[config.mk]
export PLATFORM = sky130hd
export DESIGN_NAME = afm_axis_fault_status_monitor
export DESIGN_NICKNAME = d
export VERILOG_FILES = /design/src/afm_pkg.sv /design/src/afm_encoder_check.sv /design/src/afm_axis_fault_status_monitor.sv
export SDC_FILE = /design/constraint.sdc
export NUM_CORES = 1
export LEC_CHECK = 0
export BUFFER_PORTS_ARGS = -buffer_cell sky130_fd_sc_hd__buf_4
export CAP_MARGIN = 20
export CORE_MARGIN = 4
export CORE_UTILIZATION = 35
export DETAILED_ROUTE_END_ITERATION = 7
export MAX_ROUTING_LAYER = met4
export SLEW_MARGIN = 5
export SYNTH_ARGS = -nofsm -noshare
export SYNTH_HDL_FRONTEND = slang
export SYNTH_SLANG_ARGS = --single-unit
export TNS_END_PERCENT = 5
[constraint.sdc]
create_clock -name clk_sys -period 10.6 [get_ports clk_sys]
set_clock_uncertainty 0.2 [all_clocks]
set_input_delay 2.12 -clock clk_sys [delete_from_list [all_inputs] [get_ports clk_sys]]
set_output_delay 2.12 -clock clk_sys [all_outputs]
set_load 0.02 [all_outputs]
[src/afm_pkg.sv]
package afm_pkg;
	localparam int AFM_POS_W = 32;
	localparam int AFM_ERR_W = 32;
	localparam logic AFM_FAULT_RST = 1'b0;
	localparam logic AFM_STATUS_RST = 1'b0;
	localparam int AFM_UPDATE_CYCLES = 1;
	localparam int AFM_CH_A = 0;
	localparam int AFM_CH_B = 1;
	localparam int AFM_CH_Z = 2;
	localparam int AFM_CH_N = 3;
endpackage : afm_pkg

[src/afm_encoder_check.sv]
`timescale 1ns/1ps
// one feedback source: wire loss and simultaneous a/b edges
module afm_encoder_check
	import afm_pkg::*;
(
	// clock and reset
	input wire logic clk_sys,
	input wire logic sys_rst,
	// sample strobe and clear
	input wire logic update,
	input wire logic clear,
	// differential pairs
	input wire logic [AFM_CH_N-1:0] line_p,
	input wire logic [AFM_CH_N-1:0] line_n,
	input wire logic power_ok,
	// latched faults
	output logic loss_fault,
	output logic glitch_fault
);
	typedef struct packed {
		logic [1:0] last_ab;
		logic primed;
		logic loss;
		logic glitch;
	} afm_enc_state_t;

	afm_enc_state_t st;
	afm_enc_state_t next_st;
	logic loss_now;
	logic glitch_now;

	always_comb begin
		// a pair at equal level means a broken wire
		loss_now = (|(~(line_p ^ line_n))) | ~power_ok;
		// both channels changed in one sample: quadrature lost
		glitch_now = st.primed && (line_p[AFM_CH_A] != st.last_ab[0]) && (line_p[AFM_CH_B] != st.last_ab[1]);
		next_st = st;
		if (update) begin
			next_st.last_ab = {line_p[AFM_CH_B], line_p[AFM_CH_A]};
			next_st.primed = 1'b1;
		end
		// set wins over clear so an event in the clear cycle is kept
		next_st.loss = (st.loss & ~clear) | (update & loss_now);
		next_st.glitch = (st.glitch & ~clear) | (update & glitch_now);
	end

	always_ff @(posedge clk_sys) begin
		if (sys_rst) begin
			st <= '0;
		end else begin
			st <= next_st;
		end
	end

	assign loss_fault = st.loss;
	assign glitch_fault = st.glitch;
endmodule : afm_encoder_check

[src/afm_axis_fault_status_monitor.sv]
`timescale 1ns/1ps
module afm_axis_fault_status_monitor
	import afm_pkg::*;
#(
	parameter int POS_W = AFM_POS_W,
	parameter int ERR_W = AFM_ERR_W
) (
	// clock and reset
	input wire logic clk_sys,
	input wire logic sys_rst,
	// servo loop timing and commands
	input wire logic servo_update,
	input wire logic fault_clear_command,
	input wire logic shutdown_clear_command,
	// limit switches
	input wire logic pos_limit_input,
	input wire logic neg_limit_input,
	// position and configuration
	input wire logic signed [POS_W-1:0] axis_position,
	input wire logic signed [POS_W-1:0] move_target,
	input wire logic move_active,
	input wire logic signed [POS_W-1:0] max_pos_travel,
	input wire logic signed [POS_W-1:0] max_neg_travel,
	input wire logic signed [ERR_W-1:0] position_error,
	input wire logic [ERR_W-1:0] position_error_tolerance,
	// primary feedback
	input wire logic [AFM_CH_N-1:0] primary_line_p,
	input wire logic [AFM_CH_N-1:0] primary_line_n,
	input wire logic primary_power_ok,
	// secondary feedback
	input wire logic [AFM_CH_N-1:0] secondary_line_p,
	input wire logic [AFM_CH_N-1:0] secondary_line_n,
	input wire logic secondary_power_ok,
	// status
	output logic pos_limit_input_state,
	output logic neg_limit_input_state,
	output logic pos_soft_travel_fault,
	output logic neg_soft_travel_fault,
	output logic pos_limit_switch_fault,
	output logic neg_limit_switch_fault,
	output logic primary_encoder_loss_fault,
	output logic primary_encoder_glitch_fault,
	output logic secondary_encoder_loss_fault,
	output logic secondary_encoder_glitch_fault,
	output logic following_error_fault
);
	// number of feedback sources, each watched by its own checker instance
	localparam int SRC_N = 2;
	localparam int SRC_PRIMARY = 0;
	localparam int SRC_SECONDARY = 1;

	typedef struct packed {
		logic pos_in;
		logic neg_in;
		logic pos_soft;
		logic neg_soft;
		logic pos_hard;
		logic neg_hard;
		logic follow;
	} afm_state_t;

	localparam afm_state_t AFM_ST_RST = '{
		pos_in: AFM_STATUS_RST,
		neg_in: AFM_STATUS_RST,
		pos_soft: AFM_FAULT_RST,
		neg_soft: AFM_FAULT_RST,
		pos_hard: AFM_FAULT_RST,
		neg_hard: AFM_FAULT_RST,
		follow: AFM_FAULT_RST
	};

	afm_state_t st;
	afm_state_t next_st;
	logic clear;
	logic [ERR_W-1:0] err_mag;
	logic err_over;

	// soft limit conditions, actual and attempted
	logic pos_at_over;
	logic pos_move_over;
	logic neg_at_over;
	logic neg_move_over;
	logic pos_soft_now;
	logic neg_soft_now;

	// latched fault conditions seen at this update
	logic pos_hard_now;
	logic neg_hard_now;
	logic follow_now;

	// per-source feedback wiring for the generate loop
	logic [AFM_CH_N-1:0] src_line_p [SRC_N];
	logic [AFM_CH_N-1:0] src_line_n [SRC_N];
	logic src_power_ok [SRC_N];
	logic src_loss [SRC_N];
	logic src_glitch [SRC_N];

	function automatic logic [ERR_W-1:0] afm_abs(
		input logic signed [ERR_W-1:0] v
	);
		afm_abs = v[ERR_W-1] ? ERR_W'(-v) : ERR_W'(v);
	endfunction : afm_abs

	// strict compares: sitting exactly on a limit is still inside it
	function automatic logic afm_above(
		input logic signed [POS_W-1:0] v,
		input logic signed [POS_W-1:0] lim
	);
		afm_above = v > lim;
	endfunction : afm_above

	function automatic logic afm_below(
		input logic signed [POS_W-1:0] v,
		input logic signed [POS_W-1:0] lim
	);
		afm_below = v < lim;
	endfunction : afm_below

	// set wins over clear so an event in the clear cycle is kept
	function automatic logic afm_latch(
		input logic held,
		input logic clr_now,
		input logic set_now
	);
		afm_latch = (held & ~clr_now) | set_now;
	endfunction : afm_latch

	assign clear = fault_clear_command | shutdown_clear_command;
	assign err_mag = afm_abs(position_error);
	assign err_over = err_mag > position_error_tolerance;

	// attempted moves count as well as actual position
	assign pos_at_over = afm_above(axis_position, max_pos_travel);
	assign pos_move_over = move_active & afm_above(move_target, max_pos_travel);
	assign neg_at_over = afm_below(axis_position, max_neg_travel);
	assign neg_move_over = move_active & afm_below(move_target, max_neg_travel);
	assign pos_soft_now = pos_at_over | pos_move_over;
	assign neg_soft_now = neg_at_over | neg_move_over;

	// an active switch re-latches at every update until it is released
	assign pos_hard_now = servo_update & pos_limit_input;
	assign neg_hard_now = servo_update & neg_limit_input;
	assign follow_now = servo_update & err_over;

	always_comb begin
		next_st = st;
		// inputs mirrored every clock so status never lags a servo period
		next_st.pos_in = pos_limit_input;
		next_st.neg_in = neg_limit_input;
		// soft faults hold between updates and clear themselves when back in range
		if (servo_update) begin
			next_st.pos_soft = pos_soft_now;
			next_st.neg_soft = neg_soft_now;
		end
		next_st.pos_hard = afm_latch(st.pos_hard, clear, pos_hard_now);
		next_st.neg_hard = afm_latch(st.neg_hard, clear, neg_hard_now);
		next_st.follow = afm_latch(st.follow, clear, follow_now);
	end

	always_ff @(posedge clk_sys) begin
		if (sys_rst) begin
			st <= AFM_ST_RST;
		end else begin
			st <= next_st;
		end
	end

	// each source gets its own checker instance; index 0 is the primary feedback
	assign src_line_p[SRC_PRIMARY] = primary_line_p;
	assign src_line_n[SRC_PRIMARY] = primary_line_n;
	assign src_power_ok[SRC_PRIMARY] = primary_power_ok;
	assign src_line_p[SRC_SECONDARY] = secondary_line_p;
	assign src_line_n[SRC_SECONDARY] = secondary_line_n;
	assign src_power_ok[SRC_SECONDARY] = secondary_power_ok;

	// a further source costs only another loop pass
	for (genvar s = 0; s < SRC_N; s++) begin : g_src
		afm_encoder_check u_check (
			.clk_sys(clk_sys),
			.sys_rst(sys_rst),
			.update(servo_update),
			.clear(clear),
			.line_p(src_line_p[s]),
			.line_n(src_line_n[s]),
			.power_ok(src_power_ok[s]),
			.loss_fault(src_loss[s]),
			.glitch_fault(src_glitch[s])
		);
	end

	// sub-block outputs are its own flip-flops, so these stay registered
	assign primary_encoder_loss_fault = src_loss[SRC_PRIMARY];
	assign primary_encoder_glitch_fault = src_glitch[SRC_PRIMARY];
	assign secondary_encoder_loss_fault = src_loss[SRC_SECONDARY];
	assign secondary_encoder_glitch_fault = src_glitch[SRC_SECONDARY];

	// limit input status
	assign pos_limit_input_state = st.pos_in;
	assign neg_limit_input_state = st.neg_in;

	// soft travel faults
	assign pos_soft_travel_fault = st.pos_soft;
	assign neg_soft_travel_fault = st.neg_soft;

	// latched faults
	assign pos_limit_switch_fault = st.pos_hard;
	assign neg_limit_switch_fault = st.neg_hard;
	assign following_error_fault = st.follow;
endmodule : afm_axis_fault_status_monitor

Yosys cells after proc, flatten, opt, wreduce, memory -nomap -nowiden:

Cells that the tools add are included.

* flip-flop bits (word level): 16

* order comparisons: 5
* multiplexer cells: 1
* bitwise logic cells: 35
* reductions and logical operators: 6
* eq/ne operators: 4
* $add $sub $neg: 1

Operators with widths (number)
* 32-bit greater-than comparator: 3
* 32-bit less-than comparator: 2
* 32-bit 2-to-1 mux: 1
* 32-bit negator: 1
* 1-bit AND: 16
* 1-bit OR: 12
* 3-bit NOT: 2
* 3-bit OR reduction: 2
* 3-bit bitwise XOR: 2
* 1-bit logical AND: 4
* 1-bit != test: 4
* 1-bit NOT: 3

Depth between registers and ports, before layout:

Gate-level depths: netlist (run 1).

* word-level depth: 6
* mapped depth: 16
* mapped depth without buffers: 16

Hierarchy:

Synthesis (run 1) repeated with hierarchy kept, for this count alone.

* cell total of the unflattened synthesis: 668
* area, all modules: 5170.0 um^2

Modules (own cells, without submodules)
* afm_axis_fault_status_monitor: area each 4717.0 um^2, sequential area each 140.1 um^2, instances 1, cells each 620
* afm_encoder_check: area each 226.5 um^2, sequential area each 100.1 um^2, instances 2, cells each 24

Worst setup path before layout (run 1):

No wires, ideal clock.

* kind: input to register
* from: input position_error[9]
* to: register st, in the netlist following_error_fault
* buffers on the path: 0
* arrival: 5.322 ns
* path slack: 4.942 ns
* stages: 15
* cell sequence: or4_4 -> nor3_4 -> nand3_2 -> or4_4 -> or3_4 -> o31ai_2 -> xnor2_1 -> ha_1 -> a21o_1 -> a21oi_1 -> nor2b_1 -> o211ai_1 -> a31oi_1 -> nor4_1 -> a221oi_1

* cells in the longest elaborated chain, start to end: 5

RTL lines
* start: declaration: line afm_axis_fault_status_monitor.sv:24 `input wire logic signed [ERR_W-1:0] position_error,`
* 32-bit negator: line afm_axis_fault_status_monitor.sv:101 `afm_abs = v[ERR_W-1] ? ERR_W'(-v) : ERR_W'(v);`
* 32-bit 2-to-1 mux *: line afm_axis_fault_status_monitor.sv:101
* 32-bit greater-than comparator *: line afm_axis_fault_status_monitor.sv:130 `assign err_over = err_mag > position_error_tolerance;`
* 1-bit AND *: line afm_axis_fault_status_monitor.sv:143 `assign follow_now = servo_update & err_over;`
* 1-bit OR *: line afm_axis_fault_status_monitor.sv:125 `afm_latch = (held & ~clr_now) | set_now;`
* end signal: assignment: line afm_axis_fault_status_monitor.sv:164 `st <= next_st;`
* end: declaration: line afm_axis_fault_status_monitor.sv:72 `afm_state_t st;`

Every way passes the cells marked *; elsewhere a longest branch is shown, timed or not.
A chain may end at the register's enable or synchronous reset.

Final worst setup path (run 1):

Same ends and word-level chain as after synthesis.

==> results of run 1 <==
[state kept, by name, indices dropped and copies added, names as in the netlist]
| register | cells |
|---|---|
| pos_limit_switch_fault | 1 |
| g_src.u_check.glitch_fault | 2 |
| g_src.u_check.loss_fault | 2 |
| neg_limit_input_state | 1 |
| pos_limit_input_state | 1 |
| following_error_fault | 1 |
| neg_soft_travel_fault | 1 |
| neg_limit_switch_fault | 1 |
| g_src.u_check.st | 5 |
| pos_soft_travel_fault | 1 |
[synthesized netlist by cell type, drive strengths merged, types with 2 or more instances]
cell / count / share of area
a21boi: 2 / 0.0030
a31oi: 4 / 0.0049
dfxtp: 16 / 0.063
o21ai: 30 / 0.030
nor3: 4 / 0.0062
a21o: 21 / 0.031
xor2: 14 / 0.024
nand2b: 6 / 0.0074
a211oi: 12 / 0.018
ha: 159 / 0.39
nor2: 35 / 0.026
nand2: 41 / 0.030
nor2b: 9 / 0.011
a211o: 2 / 0.0034
o2bb2ai: 2 / 0.0034
xnor2: 25 / 0.043
nand4: 33 / 0.041
a22oi: 4 / 0.0059
nor4: 11 / 0.015
o211ai: 10 / 0.015
mux2i: 4 / 0.0079
and4: 3 / 0.0052
o2111ai: 3 / 0.0052
o31ai: 9 / 0.014
a21oi: 47 / 0.046
inv: 103 / 0.076
or4: 7 / 0.012
clkbuf: 6 / 0.0044
o41ai: 4 / 0.011
a221oi: 3 / 0.0052
nand3: 10 / 0.011
or3: 3 / 0.0047
o21a: 5 / 0.0074
[per-stage QoR]
stage	utilization	power [mW]	hold slack [ns]
final	0.502	0.409	0.258
after global routing	0.502	0.449	0.295
after CTS	0.502	0.413	0.265
after detailed placement	0.496	0.330	0.257
after global placement	0.496	0.321	0.249
after floorplan	-	0.209	0.260
[layout make-up]
type                       instances  area, µm²  area share
sequential                        16        320      0.0454
tap                              180        225      0.0319
multi-input combinational        533       4350       0.617
clock buffer                       4       88.8      0.0126
inverter                         103        387      0.0548
timing repair buffer             224       1680       0.238
[layer usage]
layer | wire [µm] | track usage | vias to the layer above
li1 | - | - | 2859
met1 | 7190 | 0.238 | 2500
met2 | 8470 | 0.368 | 177
met3 | 1230 | 0.0320 | 28
met4 | 393 | 0.0513 | 0
met5 | 0 | - | -
[cell usage in the layout, fill, tap and decap left out, types with 6 or more instances in the layout]
cell and instances:
o211ai_1 10, nand2_1 41, dfxtp_1 16, nor4_1 10, nor2_1 35, o31ai_1 8
a21oi_1 47, ha_1 159, a21o_1 21, nand4_1 33, xnor2_1 25, nand3_1 9
o21ai_0 27, a211oi_1 12, xor2_1 14, inv_1 103, buf_4 224, nand2b_1 6
nor2b_1 9
[report_power, final]
group	leakage [nW]	internal, mW	total (mW)	switching (mW)
Sequential	0.132	0.0641	0.0662	0.00212
Clock	0.0442	0.0572	0.0798	0.0226
Combinational	3.64	0.135	0.263	0.129
[worst max-delay path by stage]
stage	slack, ns	cells past startpoint	start	to
after floorplan	4.94	15	position_error[9]	following_error_fault
after global placement	4.62	16	position_error[9]	following_error_fault
after detailed placement	4.48	16	position_error[9]	following_error_fault
after CTS	4.74	16	position_error[9]	following_error_fault
after global routing	4.51	16	position_error[9]	following_error_fault
final	4.75	16	position_error[9]	following_error_fault
[critical path: cells and delay by family]
kind	cells	cell delay, ns
xor+xnor	1	0.16
fa+ha+maj	1	0.27
buf+inv	1	0.12
simple gates	7	2.18
compound gates	6	0.91
[kinds of logic after synthesis]
| family | Yosys count |
|---|---|
| flops | 16 |
| xor+xnor | 39 |
| simple gates | 165 |
| buf+inv | 110 |
| compound gates | 165 |
| fa+ha+maj | 159 |
| mux | 5 |
==> impl_metrics.ini, run 1 <==
[run_status]
outcome = finished clean

[clock_network]
ctsResizeCount = 0
htree_levels = 1
clockBufferDepth = 2
root_buffer = clkbuf_16
cts_tree = done
cts_buffers = 3
path_clk_slew_ns = 0.05
cts_setup_buffers = 0
worst_skew_pair.late_latency_ns = 0.24
holdBufCountCts = 0
numClockSinks = 16

[finish]
area_growth_syn_to_layout_pct = 38.7
fin_nets = 1254
final_cells = 1060
drive_gt1_frac = 0.270
diodes = 0
design_area_um2 = 7060
num-fill-cells = 1381

[timing]
max_freq_mhz = 171
hold_viol = 0
setup-tns-final_ns = 0
min_period_over_period = 0.552
worst_slack_ns = 4.75
relSlewSlack = 0.554
slew_violations = 0
period_needed_ns = 5.85
tightest_slew_ns = 0.663
rsz0062_at_grt = false
setup_viol = 0

[routing]
post_drt_wl_per_cell_um = 16.3
drc = 0
dr.pass1.iters = 4
dr_total_vias = 5564
vias_per_cell = 5.25
drt-initial-drc-count = 207
antenna_left = 0
drt_wl_total_um = 17300

[power]
power.density_nw_per_um2 = 58.0
ir_worst_vdd_mv = 0.0437
power.leakage_nw = 3.81

[synth]
synth-edff-count = 0
syn_inst = 659
synth_seq_area_share = 0.0630
syn_area_um2 = 5090
syn-num-nets = 1032
synth_top_family_by_area = adder cells
syn_avg_cell_area_um2 = 7.72
muxShareOfSynthArea = 0.0101
synth_cell_type_count = 53
async_flop_share = 0
synth_compound_area_frac = 0.215
synth_seq_cells = 16
synth_top_flop_cell = dfxtp_1
synth_fa_ha_area_frac = 0.391
post_synth_xor_area_fraction = 0.0672
yosys_warnings = 0
synth-simple-area-share = 0.172

[min_path]
min_path_type = reg2reg
min_to = g_src[0].u_check.glitch_fault
whs_path_depth = 2
hold_start = g_src[0].u_check.glitch_fault

[critical_path]
r2r_slack_ns = 9.52
worstReg2RegStart = following_error_fault
crit_top_cell = or4_4
crit_type = in2reg
cp-end-kind = register
worstPathRequired_ns = 10.51
cp_max_fo = 5
critPathArrivalTime_ns = 5.77
rr_worst_depth = 4
rr_endpoint = following_error_fault
critPathMaxStageDelay_ns = 0.57
cp_slowest_cell = or4_4
crit_chain = buf_4 -> or4_4 -> nor3_4 -> nand3_2 -> or4_4 -> or3_4 -> o31ai_2 -> xnor2_1 -> ha_1 -> a21o_1 -> a21oi_1 -> nor2b_1 -> o211ai_1 -> a31oi_1 -> nor4_1 -> a221oi_1
crit_path_start_kind = input port

[global_routing]
antenna_found_initial = 0
grt.total_usage = 0.205
grt_pass1_vias = 5874
overflow = 0
grt_pass1_wl_um = 27300
grt_max_degree = 31

[place]
placed_cell_area_um2 = 6970
dp_hpwl_um = 15900
dp_slack_ns = 4.48
io_buffers = 224
placedCellCount = 1056
gp_congestion = 0.946

[floorplan]
coreArea_um2 = 14000
top_level_ports = 225
die_w_um = 129
die-area_um2 = 16500
rows = 43
start_util = 0.362
fp.dieH_um = 129

[flow_run]
maxCapViolCount = 0
No activity file was read; power rests on OpenSTA's default activity.
==> run 2, diff against run 1 <==
==> constraint.sdc (replaced) <==
create_clock -name clk_sys -period 5.1 [get_ports clk_sys]
set_clock_uncertainty 0.2 [all_clocks]
set_input_delay 1.02 -clock clk_sys [delete_from_list [all_inputs] [get_ports clk_sys]]
set_output_delay 1.02 -clock clk_sys [all_outputs]
set_load 0.02 [all_outputs]
==> impl_metrics.ini, run 2 (synthesis gave the netlist of run 1 again) <==
[run_status]
outcome = finished clean

[place]
dp_hpwl_um = 15900
placed_cell_area_um2 = 6970
dp_slack_ns = 0.119
io_buffers = 224
gp_congestion = 0.964

[routing]
drt_wl_total_um = 17400
dr_total_vias = 5599
dr.pass1.iters = 5
drc = 0
antenna_left = 0
post_drt_wl_per_cell_um = 16.4
drt-initial-drc-count = 202
vias_per_cell = 5.28

[critical_path]
rr_worst_depth = 4
cp_slowest_cell = or4_4
critPathArrivalTime_ns = 4.60
crit_type = in2reg
crit_top_cell = or4_4
cp_max_fo = 5
crit_chain = buf_4 -> or4_4 -> nor3_4 -> nand3_2 -> or4_4 -> or3_4 -> o31ai_2 -> xnor2_1 -> ha_1 -> a21o_1 -> a21oi_1 -> nor2b_1 -> o211ai_1 -> a31oi_1 -> nor4_1 -> a221oi_1
crit_path_start_kind = input port
worstPathRequired_ns = 5.01
cp-end-kind = register
critPathMaxStageDelay_ns = 0.57

[finish]
layout_common_cells = 224 x buf_4, 159 x ha_1, 103 x inv_1
layout_commonest_cell = buf_4
register_area_um2 = 320
num-fill-cells = 1389
area_growth_syn_to_layout_pct = 38.7
largest_register_ffs = 5
drive_gt1_frac = 0.270
diodes = 0
design_area_um2 = 7060
multi_input_area_um2 = 4350
largest-register = g_src.u_check.st
fin_nets = 1254

[power]
power.density_nw_per_um2 = 121
clockPowerShare = 0.196
power.total_mw = 0.851
seqPwrFrac = 0.162
power.internal_mw = 0.532
power.leakage_nw = 3.81
p_comb_frac = 0.642
switching_share = 0.376
p_sw_mw = 0.320
ir_worst_vdd_mv = 0.106

[clock_network]
path_clk_slew_ns = 0.05
cts_buffers = 3
root_buffer = clkbuf_16
clockBufferDepth = 2
cts_tree = done
ctsResizeCount = 0
worst_skew_pair.late_latency_ns = 0.24
htree_levels = 1
numClockSinks = 16
holdBufCountCts = 0
cts_setup_buffers = 0

[timing]
setup_viol = 0
min_period_over_period = 0.919
slew_violations = 0
worst_slack_ns = 0.415
max_freq_mhz = 213
setup-tns-final_ns = 0
rsz0062_at_grt = false
hold_viol = 0
period_needed_ns = 4.69
tightest_slew_ns = 0.650
relSlewSlack = 0.563

[floorplan]
die-area_um2 = 16500
fp.dieH_um = 129
top_level_ports = 225
rows = 43
coreArea_um2 = 14000
die_w_um = 129
start_util = 0.362

[global_routing]
grt.total_usage = 0.204
overflow = 0
grt_pass1_wl_um = 27200
antenna_found_initial = 0
grt_pass1_vias = 5775
grt_max_degree = 31

[flow_run]
maxCapViolCount = 0

[min_path]
whs_path_depth = 2
min_path_type = reg2reg
## run 2: cell type report
type / count / share of cell area
well taps: 180 / 0.0319
repair buffers: 224 / 0.238
flip-flops and latches: 16 / 0.0454
inverters: 103 / 0.0548
clock buffers: 4 / 0.0126
multi-input cells: 533 / 0.617
## run 2: metal layers
metal,global-route usage,share of wire
met1,0.244,0.42
met5,-,0
met4,0.0377,0.016
met3,0.0324,0.070
met2,0.363,0.49
## run 2: per-stage QoR
| step | hold slack (ns) | util | std cells |
|---|---|---|---|
| 6_report | 0.258 | 0.502 | 1060 |
| 2_1_floorplan | 0.260 | - | 659 |
| 5_1_grt | 0.312 | 0.502 | 1060 |
| 3_3_place_gp | 0.248 | 0.496 | 1056 |
| 4_1_cts | 0.263 | 0.502 | 1060 |
| 3_5_place_dp | 0.253 | 0.496 | 1056 |
## run 2: power by group through the flow
stage,registers (mW),logic [mW],clock network (mW)
after floorplan,0.146,0.289,0
after detailed placement,0.140,0.545,0
after global placement,0.140,0.526,0
final,0.138,0.547,0.167
after CTS,0.138,0.549,0.170
after global routing,0.138,0.620,0.178
## run 2: worst paths after layout
check	slack, ns	endpoint	start
setup / recovery	0.41	following_error_fault	position_error[9]
hold / removal	0.26	g_src[0].u_check.glitch_fault	g_src[0].u_check.glitch_fault
setup reg to reg	4.02	neg_soft_travel_fault	neg_soft_travel_fault
hold reg to reg	0.26	g_src[0].u_check.glitch_fault	g_src[0].u_check.glitch_fault
## run 2: worst max-delay path, delay by kind of cell
kind                       cells  cell delay [ns]
and+or+nand+nor                7             2.16
buffers and inverters          1             0.12
xor gates and xnor gates       1             0.15
adders and majority gates      1             0.26
AOI/OAI and AO/OA              6             0.88
==> run 3, diff against run 2 <==
--- a/config.mk
+++ b/config.mk
@@ -5,6 +5,7 @@
 export SDC_FILE = /design/constraint.sdc
 export NUM_CORES = 1
 export LEC_CHECK = 0
+export ABC_AREA = 1
 export BUFFER_PORTS_ARGS = -buffer_cell sky130_fd_sc_hd__buf_4
 export CAP_MARGIN = 20
 export CORE_MARGIN = 4
==> impl_metrics.ini, run 3 <==
[finish]
drive_gt1_frac = 0.246
multi_input_area_um2 = 4450
layout_commonest_cell = buf_4
fin_util = 0.487
largest_register_ffs = 5
area_growth_syn_to_layout_pct = 36.9
fin_nets = 1425
layout_common_cells = 224 x buf_4, 166 x nand2_1, 159 x ha_1
largest-register = g_src.u_check.st
num-fill-cells = 1614
register_area_um2 = 320

[routing]
dr_total_vias = 5865
drc = 0
antenna_left = 0
vias_per_cell = 4.73
dr.pass1.iters = 4
drt-initial-drc-count = 249
post_drt_wl_per_cell_um = 13.6
drt_wl_total_um = 16900

[timing]
min_period_over_period = 0.721
setup-tns-final_ns = 0
period_needed_ns = 3.68
slew_violations = 0
rsz0062_at_grt = false
setup_viol = 0
tightest_slew_ns = 0.506
hold_viol = 0
relSlewSlack = 0.662
max_freq_mhz = 272

[floorplan]
fp.dieH_um = 132
start_util = 0.356
rows = 45
die_w_um = 132
top_level_ports = 225
coreArea_um2 = 15100
die-area_um2 = 17400

[clock_network]
cts_setup_buffers = 0
path_clk_slew_ns = 0.05
cts_tree = done
cts_buffers = 3
holdBufCountCts = 0
numClockSinks = 16
root_buffer = clkbuf_16
clockBufferDepth = 2
ctsResizeCount = 0
worst_skew_pair.late_latency_ns = 0.24
htree_levels = 1

[critical_path]
critPathMaxStageDelay_ns = 0.27
critical_path_depth = 23
worstPathRequired_ns = 5.08
crit_chain = buf_4 -> inv_2 -> ha_1 -> nand3_2 -> nor2_4 -> nand3_2 -> nor2_2 -> nand2_2 -> nor2_2 -> nand2_1 -> o21ai_2 -> o21ai_1 -> nand2_1 -> nand2_1 -> ha_1 -> nand2_1 -> nor2_1 -> nand2_1 -> nor4_1 -> o21ai_0 -> nand2_1 -> nand2_1 -> a21oi_1
critPathArrivalTime_ns = 3.65
cp_slowest_cell = ha_1
critPathTopFamily = simple AND/OR/NAND/NOR gates
rr_endpoint = g_src[0].u_check.glitch_fault
rr_worst_depth = 4
cp_max_fo = 4
cp_num_buf_inv = 2
worstReg2RegStart = g_src[0].u_check.st[4]
crit_type = in2reg
r2r_slack_ns = 4.09
crit_path_start_kind = input port
crit_top_cell = nand2_1
cp-end-kind = register

[power]
ir_worst_vdd_mv = 0.0981
power.density_nw_per_um2 = 116
power.leakage_nw = 4.29

[min_path]
min_to = g_src[0].u_check.loss_fault
min_path_type = reg2reg
whs_path_depth = 2
hold_start = g_src[0].u_check.loss_fault

[synth]
syn_inst = 828
synth_top_area_frac = 0.369
synth_seq_cells = 16
synth-edff-count = 0
yosysMostFrequentCell = nand2_1
yosysTopAreaCell = ha_1
synth_top_cells_by_area = ha_1 37%, nand2_1 12%, inv_1 10%
synth_seq_area_share = 0.0595
synth_cell_type_count = 40
synth_common_cells = 166 x nand2_1, 159 x ha_1, 146 x inv_1
yosys_warnings = 0
syn_area_um2 = 5390
synth_top_flop_cell = dfxtp_1
syn-num-nets = 1201
async_flop_share = 0
syn_avg_cell_area_um2 = 6.51

[global_routing]
antenna_found_initial = 1
overflow = 0
grt_max_degree = 25
grt_pass1_wl_um = 27500
grt_pass1_vias = 5833
grt.total_usage = 0.192

[place]
io_buffers = 224
dp_hpwl_um = 15600
gp_congestion = 0.880

[run_status]
outcome = finished clean

[flow_run]
maxCapViolCount = 0
-- run 3: area by class of cell --
cell class                      count  area share
Clock buffer                        4      0.0120
Sequential cell                    16      0.0434
Timing Repair Buffer              224       0.228
Tap cell                          188      0.0319
Antenna cell                        1    0.000339
Multi-Input combinational cell    648       0.603
Inverter                          159      0.0809
-- run 3: logic make-up after synthesis --
logic type | Yosys count | synth area share
buf+inv | 164 | 0.114
xor+xnor | 30 | 0.0488
simple gates | 306 | 0.252
compound gates | 153 | 0.156
flops | 16 | 0.0595
fa+ha+maj | 159 | 0.369
-- run 3: metal layers --
| layer | share of wire | wire (µm) | track usage |
|---|---|---|---|
| met4 | 0.011 | 180 | 0.0251 |
| met1 | 0.46 | 7720 | 0.240 |
| met2 | 0.46 | 7810 | 0.325 |
| met5 | 0 | 0 | - |
| met3 | 0.069 | 1160 | 0.0431 |
-- run 3: worst max-delay path by stage --
| stage | start | to | slack, ns |
|---|---|---|---|
| after floorplan | position_error[0] | following_error_fault | 1.71 |
| after global placement | position_error[0] | following_error_fault | 1.34 |
| after detailed placement | position_error[0] | following_error_fault | 1.21 |
| after CTS | position_error[0] | following_error_fault | 1.43 |
| after global routing | position_error[0] | following_error_fault | 1.12 |
| final | position_error[0] | following_error_fault | 1.42 |
-- run 3: tightest hold or removal path, stage by stage (launching register included) --
cell	delay, ns
dfxtp_1	0.30
nand2_1	0.06
a21oi_1	0.06
-- run 3: metrics by stage --
stage | power (mW) | setup slack, ns | hold WS, ns | cell area (µm²) | instances
finish | 0.855 | 1.42 | 0.264 | 7380 | 1240
global route | 0.955 | 1.12 | 0.280 | 7380 | 1240
CTS | 0.865 | 1.43 | 0.267 | 7370 | 1239
detailed placement | 0.694 | 1.21 | 0.260 | 7280 | 1235
global placement | 0.689 | 1.34 | 0.255 | 7280 | 1235
floorplan | 0.451 | 1.71 | 0.240 | 5390 | 828
-- run 3: where the power goes --
part / internal [mW] / total, mW / switching, mW
combinational: 0.268 / 0.551 / 0.283
sequential: 0.133 / 0.137 / 0.00424
clock: 0.119 / 0.166 / 0.0474
